### src/common/uel_pkg.sv
// Shared constants and carrier types for the user error code logger.
// Assumes one 125 MHz clock and a scan strobe from the program sequencer.
package uel_pkg;

  // System word placement of the error code table and annunciator map
  localparam int unsigned ERROR_TABLE_FIRST_WORD = 16;
  localparam int unsigned ERROR_TABLE_LAST_WORD  = 33;
  localparam int unsigned ANNUNCIATOR_FIRST_WORD = 34;
  localparam int unsigned ANNUNCIATOR_LAST_WORD  = 37;

  // Code range, table depth and message size
  localparam int unsigned CODE_MIN      = 1;
  localparam int unsigned CODE_MAX      = 64;
  localparam int unsigned TABLE_DEPTH   = 16;
  localparam int unsigned MSG_WORDS     = 6;
  localparam int unsigned MSG_CHARS     = 12;
  localparam int unsigned WORD_W        = 16;
  localparam int unsigned CODE_W        = 7;
  localparam int unsigned COUNT_W       = 5;
  localparam int unsigned IDX_W         = 4;

  // Reset values
  localparam logic [COUNT_W-1:0]  COUNT_RST = 5'h00;
  localparam logic [CODE_MAX-1:0] ANN_RST   = 64'h0;
  localparam logic [CODE_W-1:0]   CODE_RST  = 7'h00;

  // Twelve characters, two per word, first word at the message operand
  typedef logic [MSG_WORDS-1:0][WORD_W-1:0] uel_msg_t;

  // One instruction request as presented by the ladder program
  typedef struct packed {
    logic                enable;   // Instruction input, ON = 1
    logic [WORD_W-1:0]   code;     // Error code operand
    uel_msg_t            message;  // Six message registers
  } uel_req_t;

  // Recorded entry as seen by the host link
  typedef struct packed {
    logic [CODE_W-1:0]   code;
    uel_msg_t            message;
  } uel_entry_t;

endpackage

### src/uel_error_logger.sv
// User error code logger: table, annunciator map, counter and error output.
// Assumes scanTick pulses once per program scan with the request valid.
`timescale 1ns/1ns

module uel_error_logger #(
  parameter int unsigned DEPTH = uel_pkg::TABLE_DEPTH
) (
  // Clock and reset
  input  wire logic                           core_clk,
  input  wire logic                           rst,
  // Scan timing and instruction request
  input  wire logic                           scanTick,
  input  wire uel_pkg::uel_req_t              logReq,
  // Instruction output
  output logic                                errorOut,
  // State for system words and host link
  output logic [uel_pkg::COUNT_W-1:0]         regCount,
  output logic [uel_pkg::CODE_MAX-1:0]        annMap,
  output uel_pkg::uel_entry_t                 firstEntry,
  input  wire logic [uel_pkg::IDX_W-1:0]      tableIdx,
  output logic [uel_pkg::CODE_W-1:0]          tableCode
);

  // Code range check, used by the registration path and the checks
  function automatic logic codeInRange(input logic [uel_pkg::WORD_W-1:0] c);
    codeInRange = (c >= 16'(uel_pkg::CODE_MIN)) &&
                  (c <= 16'(uel_pkg::CODE_MAX));
  endfunction

  logic                        inputPrev_q;
  logic                        errorOut_q;
  logic [uel_pkg::COUNT_W-1:0] count_q;
  logic [uel_pkg::CODE_MAX-1:0] ann_q;
  logic [uel_pkg::CODE_W-1:0]  codeTable_q [DEPTH];
  uel_pkg::uel_msg_t           msgTable_q  [DEPTH];
  uel_pkg::uel_entry_t         first_q;
  logic [uel_pkg::CODE_W-1:0]  tableCode_q;
  logic                        risingEdge;
  logic                        tableFull;
  logic                        doStore;
  logic [uel_pkg::IDX_W-1:0]   slot;

  // Edge is judged scan to scan, never cycle to cycle
  // A held input between scans must not look like a fresh edge
  assign risingEdge = scanTick && logReq.enable && !inputPrev_q;
  assign tableFull  = count_q >= uel_pkg::COUNT_W'(DEPTH);
  assign doStore    = risingEdge && !tableFull &&
                      codeInRange(logReq.code);
  assign slot       = count_q[uel_pkg::IDX_W-1:0];

  // Previous input level, sampled once per scan
  always_ff @(posedge core_clk) begin
    if (rst) begin
      inputPrev_q <= 1'b0;
    end else if (scanTick) begin
      inputPrev_q <= logReq.enable;
    end
  end

  // Error output, re-evaluated each scan and held for the whole scan
  // A held-ON input reports error every scan; a program that wants only
  // the edge result must feed the input through a one-scan contact
  always_ff @(posedge core_clk) begin
    if (rst) begin
      errorOut_q <= 1'b0;
    end else if (scanTick) begin
      if (!logReq.enable) begin
        errorOut_q <= 1'b0;
      end else if (!inputPrev_q) begin
        errorOut_q <= !doStore;
      end else begin
        errorOut_q <= 1'b1;
      end
    end
  end

  // Registration counter; saturates because full tables refuse storing
  always_ff @(posedge core_clk) begin
    if (rst) begin
      count_q <= uel_pkg::COUNT_RST;
    end else if (doStore) begin
      count_q <= count_q + 5'h01;
    end
  end

  // Table slot after the last entry takes the code and message
  // No reset on the table: unused slots are masked on read instead,
  // which keeps the memory free of a wide reset fan-out
  always_ff @(posedge core_clk) begin
    if (doStore) begin
      codeTable_q[slot] <= logReq.code[uel_pkg::CODE_W-1:0];
      msgTable_q[slot]  <= logReq.message;
    end
  end

  // Annunciator map, code n lands on bit n-1
  // Bits 15:0 make up the first annunciator word
  always_ff @(posedge core_clk) begin
    if (rst) begin
      ann_q <= uel_pkg::ANN_RST;
    end else if (doStore) begin
      ann_q[logReq.code[5:0] - 6'h01] <= 1'b1;
    end
  end

  // Earliest entry is frozen once captured so the host sees a stable copy
  // A zero counter marks the first store; later stores leave it alone
  always_ff @(posedge core_clk) begin
    if (rst) begin
      first_q <= '0;
    end else if (doStore && (count_q == uel_pkg::COUNT_RST)) begin
      first_q.code    <= logReq.code[uel_pkg::CODE_W-1:0];
      first_q.message <= logReq.message;
    end
  end

  // Host-side table read, one cycle latency; unused slots read zero
  // Gating on the counter hides stale slots left over from before a reset
  always_ff @(posedge core_clk) begin
    if (rst) begin
      tableCode_q <= uel_pkg::CODE_RST;
    end else if (uel_pkg::COUNT_W'(tableIdx) < count_q) begin
      tableCode_q <= codeTable_q[tableIdx];
    end else begin
      tableCode_q <= uel_pkg::CODE_RST;
    end
  end

  assign errorOut   = errorOut_q;
  assign regCount   = count_q;
  assign annMap     = ann_q;
  assign firstEntry = first_q;
  assign tableCode  = tableCode_q;
endmodule

### config.mk
export PLATFORM = sky130hd
export DESIGN_NAME = uel_error_logger
export DESIGN_NICKNAME = d
export VERILOG_FILES = /design/src/common/uel_pkg.sv /design/src/uel_error_logger.sv
export SDC_FILE = /design/constraint.sdc
export NUM_CORES = 1
export LEC_CHECK = 0
export BUFFER_PORTS_ARGS = -buffer_cell sky130_fd_sc_hd__buf_2
export CORE_MARGIN = 2
export CORE_UTILIZATION = 33
export CTS_BUF_LIST = sky130_fd_sc_hd__clkbuf_8
export CTS_CLUSTER_SIZE = 16
export DETAILED_ROUTE_END_ITERATION = 8
export GPL_ROUTABILITY_DRIVEN = 0
export MAX_ROUTING_LAYER = met4
export SYNTH_ARGS = -nofsm -noshare
export SYNTH_HDL_FRONTEND = slang
export SYNTH_SLANG_ARGS = --single-unit
### constraint.sdc
create_clock -name core_clk -period 5.9 [get_ports core_clk]
set_input_delay 1.18 -clock core_clk [delete_from_list [all_inputs] [get_ports core_clk]]
set_output_delay 1.18 -clock core_clk [all_outputs]
set_load 0.01 [all_outputs]
After elaboration in Yosys (flattened, before gate mapping)
Memories as Yosys holds them, arrays and structs flattened. A register that Yosys moved wholly into a read port is not among the register bits.
Cells that the tools add are included.

word-level totals
  output and inout port bits = 180
  logic and storage cells = 40
  input bits = 120
  bits in writable memories = 112
  flip-flop bits (word level) = 174
  memories kept = 1

memories
  name         words  bits a word  read ports  clocked after memory_dff  write ports  RTL line                text
  codeTable_q  16     7            1           1                         1            uel_error_logger.sv:34  logic [uel_pkg::CODE_W-1:0] codeTable_q [DEPTH];

cells by class
  add/subtract/negate cells = 2
  $lt $le $gt $ge = 6
  reductions and logical operators = 12
  bitwise logic cells = 2
  muxes and demuxes = 6

operator list
  operator                                                            number
  OR 64 bit                                                           1
  greater-or-equal comparator 16 x 1 -> 1 bit, second input constant  1
  <= comparator 16 x 7 -> 1 bit, second input constant                1
  logical AND 1 bit                                                   7
  < comparator 6 x 7 -> 1 bit, second input constant                  1
  demux 1 bit (select 6 bit)                                          1
  greater-or-equal comparator 6 x 1 -> 1 bit, second input constant   1
  subtractor 6 x 1 -> 6 bit, second input constant                    1
  adder 5 x 1 -> 5 bit, second input constant                         1
  greater-or-equal comparator 5 bit, second input constant            1
  logical NOT 5 bit                                                   1
  < comparator 4 x 5 -> 1 bit                                         1
  2-to-1 mux 1 bit                                                    5
  logical NOT 1 bit                                                   3
  OR reduction 2 bit                                                  1
  inverter 1 bit                                                      1

Depth between registers and ports, before layout
  word-level depth = 7
  depth in mapped cells = 9
  mapped depth without buffers = 7

Worst setup path after synthesis
OpenSTA, ideal clock, no wires.

  kind = input-to-reg
  from = input port logReq[96] (netlist bit)
  to = memory codeTable_q[3][0] (netlist bit) (enable)
  stages = 7
  data required time = 5.520 ns
  library setup time = 0.380 ns
  slack = 2.680 ns
  arrival = 2.840 ns
  path through = inv_1 > ha_1 > nor2b_1 > a211oi_2 > o21a_1 > nand2_1 > nor3_1

on the way
  cells in the longest elaborated chain, start to end = 5
  elaborated cells between the ends (all ways) = 6
  classes of those cells = order compare: 2; mux: 2; reduce/logical: 2

ends and longest elaborated chain
  what                                                                                          RTL line                                        text
  start, declared                                                                               uel_error_logger.sv:13                          input wire uel_pkg::uel_req_t logReq,
  greater-or-equal comparator 16 x 1 -> 1 bit or <= comparator 16 x 7 -> 1 bit (tied branches)  uel_error_logger.sv:26, uel_error_logger.sv:27
  logical AND 1 bit (*)                                                                         uel_error_logger.sv:26                          codeInRange = (c >= 16'(uel_pkg::CODE_MIN)) &&
  logical AND 1 bit (*)                                                                         uel_error_logger.sv:47                          assign doStore = risingEdge && !tableFull &&
  2-to-1 mux 1 bit (*)                                                                          uel_error_logger.sv:90                          if (doStore) begin
  2-to-1 mux 1 bit (*)                                                                          -
  end, declared                                                                                 uel_error_logger.sv:34

Mark *: on every way between the ends. The rest lies on a longest branch, timed or not.

Worst setup path after layout
  from = input port logReq[96] (netlist bit)
  to = memory codeTable_q[3][4] (netlist bit) (enable)

The elaborated chain is that of the path after synthesis.

==> summary.md <==
| Metric | Value |
|---|---|
| Status | `completed` |
| Synth Net Count | `1117` |
| Critical Path End Type | `register` |
| FILL cells | `3167` |
| P_int | `about 3.2 mW` |
| Net Sw Frac | `0.223` |
| Share of the synthesized area in the top cell type | `0.328` |
| DIE HEIGHT | `roughly 190 um` |
| Most common cell in the netlist | `nand2_1` |
| RSZ-0062 raised after global routing | `false` |
| Maximum root-to-sink buffer count | `3` |
| Leakage | `around 5.4 nW` |
| Max incr delay on CP | `790 ps` |
| Switch Pwr | `around 0.9 mW` |
| Tightest Hold Check Type | `reg2reg` |
| Crit path launch | `logReq[96]` |
| Sink Count | `~300` |
| Via-per-instance ratio | `4.83` |
| Global-route usage over all layers | `0.177` |
| Clk Tree Root Cell | `clkbuf_8` |
| Critical path data required time | `6070 ps` |
| H-tree depth | `2` |
| DR pass1 iterations | `5` |
| Resize count post-CTS | `0` |
| Number of distinct library cells after synthesis | `46` |
| Setup CP Type | `in2reg` |
| Reg clk slew, reported paths | `60 ps` |
| Seq/Total Area, Yosys | `0.633` |
| Port bufs | `299` |
| DRC | `0` |
| Commonest cells post-synth | `nand2_1 (227), dfxtp_1 (181), a21oi_1 (117)` |
| Overall power | `roughly 4.1 mW` |
| Via Count | `roughly 8500` |
| Skew final | `18.1 ps` |
| CTS tree | `yes` |
| Core Region | `0.0328 sq mm` |
| Power density cells | `299 mW/mm^2` |
| R2R Path Start | `regCount[4]` |
| Remaining global-route overflow | `0` |
| Fin worst setup slack | `1970 ps` |
| Nets | `1404` |
| Crit-path cells | `buf_2 -> inv_1 -> ha_1 -> nor2b_1 -> a211oi_2 -> o21a_1 -> nand2_1 -> nor3_1` |
| Buf+Inv Stages, Crit Path | `2` |
| Final Util | `0.424` |
| Final hold vios | `0` |
| Later-pin clock latency in the skew report | `560 ps` |
| Worst slack at placement | `1410 ps` |
| Initial Util | `0.337` |
| MaxCap Viol Count | `0` |
| Hold Path Origin | `firstEntry[24]` |
| Synth top area cells | `dfxtp_1 (33%), edfxtp_1 (30%), nand2_1 (7.7%)` |
| Max Freq | `around 0.25 GHz` |
| Width of the die | `187 um` |
| Layout Area Growth over Synthesis | `25.7%` |
| Ys async rst share | `0` |
| Flop pwr share | `0.507` |
| Clock power share | `0.450` |
| Fin. max-slew vios | `0` |
| Critical path launch point type | `primary input` |
| Std-Cell Rows | `66` |
| Layout cells sized above 1 | `0.319` |
| Synthesis-stage register bit count | `between 200 and 300` |
| Yosys warning total | `0` |
| Wirelength, routed | `30700 um` |
| CTS Hold Bufs | `0` |
| # setup viols final | `0` |
| Gate power share | `0.044` |
| Max VDD drop | `about 150 uV` |
| Initial DRC Count | `roughly 470` |
| Largest net degree at the start of global routing | `96` |
| # Post-CTS Setup Buffers | `0` |
| Num CTS Buffers | `50` |
| Syn Inst Count | `~990` |
| CP top delay family | `simple AND/OR/NAND/NOR gates` |
| CP arrival | `4090 ps` |
| Main synth FF type | `dfxtp_1` |
| Final ANT Viol Nets | `0` |
| Post-Syn Area | `0.0110 sq mm` |
| First-pass GRT wire length | `47900 um` |
| Ratio of final minimum period to clock period | `0.666` |
| Worst-path maximum fanout | `24` |
| Setup TNS | `0 ps` |
| IO Pins | `300` |
| Die Footprint | `0.0349 sq mm` |
| Avg Cell Area, Syn | `about 11 sq um` |
| Post-route minimum period | `3930 ps` |
| Wire per inst | `~17 um` |
| Vias in the first global route | `around 8600` |
| Detailed Place HPWL | `between 20000 and 25000 um` |
| Worst rel slew slack | `0.326` |
| EDFF count, synth | `112` |
| Dominant cell type by area after synthesis | `dfxtp_1` |
| Initial antenna violation count | `3` |
| Slowest CP cell | `nor3_1` |
| Worst Tran Pin Value | `approximately 1000 ps` |
-- worst paths after layout --
path | end | slack (ps) | cells past startpoint
worst max-delay path | codeTable_q[3][4] | 1970 | 8
worst max register to register | codeTable_q[3][4] | 2680 | 5
worst min register to register | firstEntry[24] | 440 | 2
worst min-delay path | firstEntry[24] | 440 | 2
-- sequential cells by signal (all words and copies together), names as in the netlist --
name	count
regCount	5
firstEntry	103
tableCode	7
inputPrev_q	1
annMap	64
errorOut	1
codeTable_q	112
-- per-layer routing --
metal / GRT usage / vias up / part of all wire
li1: - / 4043 / -
met2: 0.286 / 310 / 0.48
met4: 0.0568 / 0 / 0.026
met5: - / - / 0
met1: 0.218 / 4059 / 0.41
met3: 0.0447 / 57 / 0.075
-- power by group through the flow --
stage | clock network [mW] | logic [mW] | registers [mW]
global placement | 0 | 0.181 | 2.14
floorplan | 0 | 0.0948 | 2.15
finish | 1.86 | 0.181 | 2.10
global route | 2.02 | 0.198 | 2.10
CTS | 1.93 | 0.183 | 2.10
detailed placement | 0 | 0.183 | 2.14
-- cells by family after synthesis --
logic type                 Yosys count  share of synthesized area
AOI/OAI and AO/OA                  212                      0.124
xor gates and xnor gates             4                    0.00317
adders and majority gates            9                     0.0102
buffers and inverters              118                     0.0445
DFF                                293                      0.633
muxes                               30                     0.0590
and+or+nand+nor                    322                      0.127
-- cells in the final DEF, fill, tap and decap left out, types with 2 or more instances in the layout --
master	count
xor2_1	2
a22oi_1	16
a32oi_1	2
clkbuf_8	57
nand3b_1	2
o21ai_0	3
nor2b_1	5
o32ai_1	28
inv_1	61
mux4_2	28
nor2_1	27
clkinv_1	7
a21o_1	2
nand2_1	227
o32ai_2	4
nor4_1	2
ha_1	9
or2_2	5
nand3_1	5
nand2b_1	31
a21oi_1	117
dfxtp_1	181
buf_4	8
edfxtp_1	112
o31ai_1	25
xnor2_1	2
nor3_1	7
or3_1	4
clkinv_2	5
o22ai_1	8
bufinv_16	4
buf_2	298
-- layout make-up --
class / instances / area (sq um) / area share
sequential: 293 / 6990 / 0.503
antenna: 1 / 2.50 / 0.000180
clock buffer: 57 / 785 / 0.0565
multi-input combinational: 577 / 3590 / 0.259
tap: 442 / 553 / 0.0398
timing repair buffer: 306 / 1550 / 0.112
clock inverter: 32 / 240 / 0.0173
inverter: 47 / 176 / 0.0127
-- stage by stage --
step,cells,area [sq um],hold slack [ps]
3_5_place_dp,1665,12900,441
5_1_grt,1755,13900,463
3_3_place_gp,1665,12900,435
4_1_cts,1754,13900,450
2_1_floorplan,988,11000,461
6_report,1755,13900,444
-- tightest hold or removal path, delay by kind of cell, from the launching register on --
family / cells / cell delay, ps
flip-flops: 1 / 300
AND/OR/NAND/NOR: 1 / 50
AO/OA/AOI/OAI: 1 / 50
Note: power is estimated with default switching activity, not from simulation.
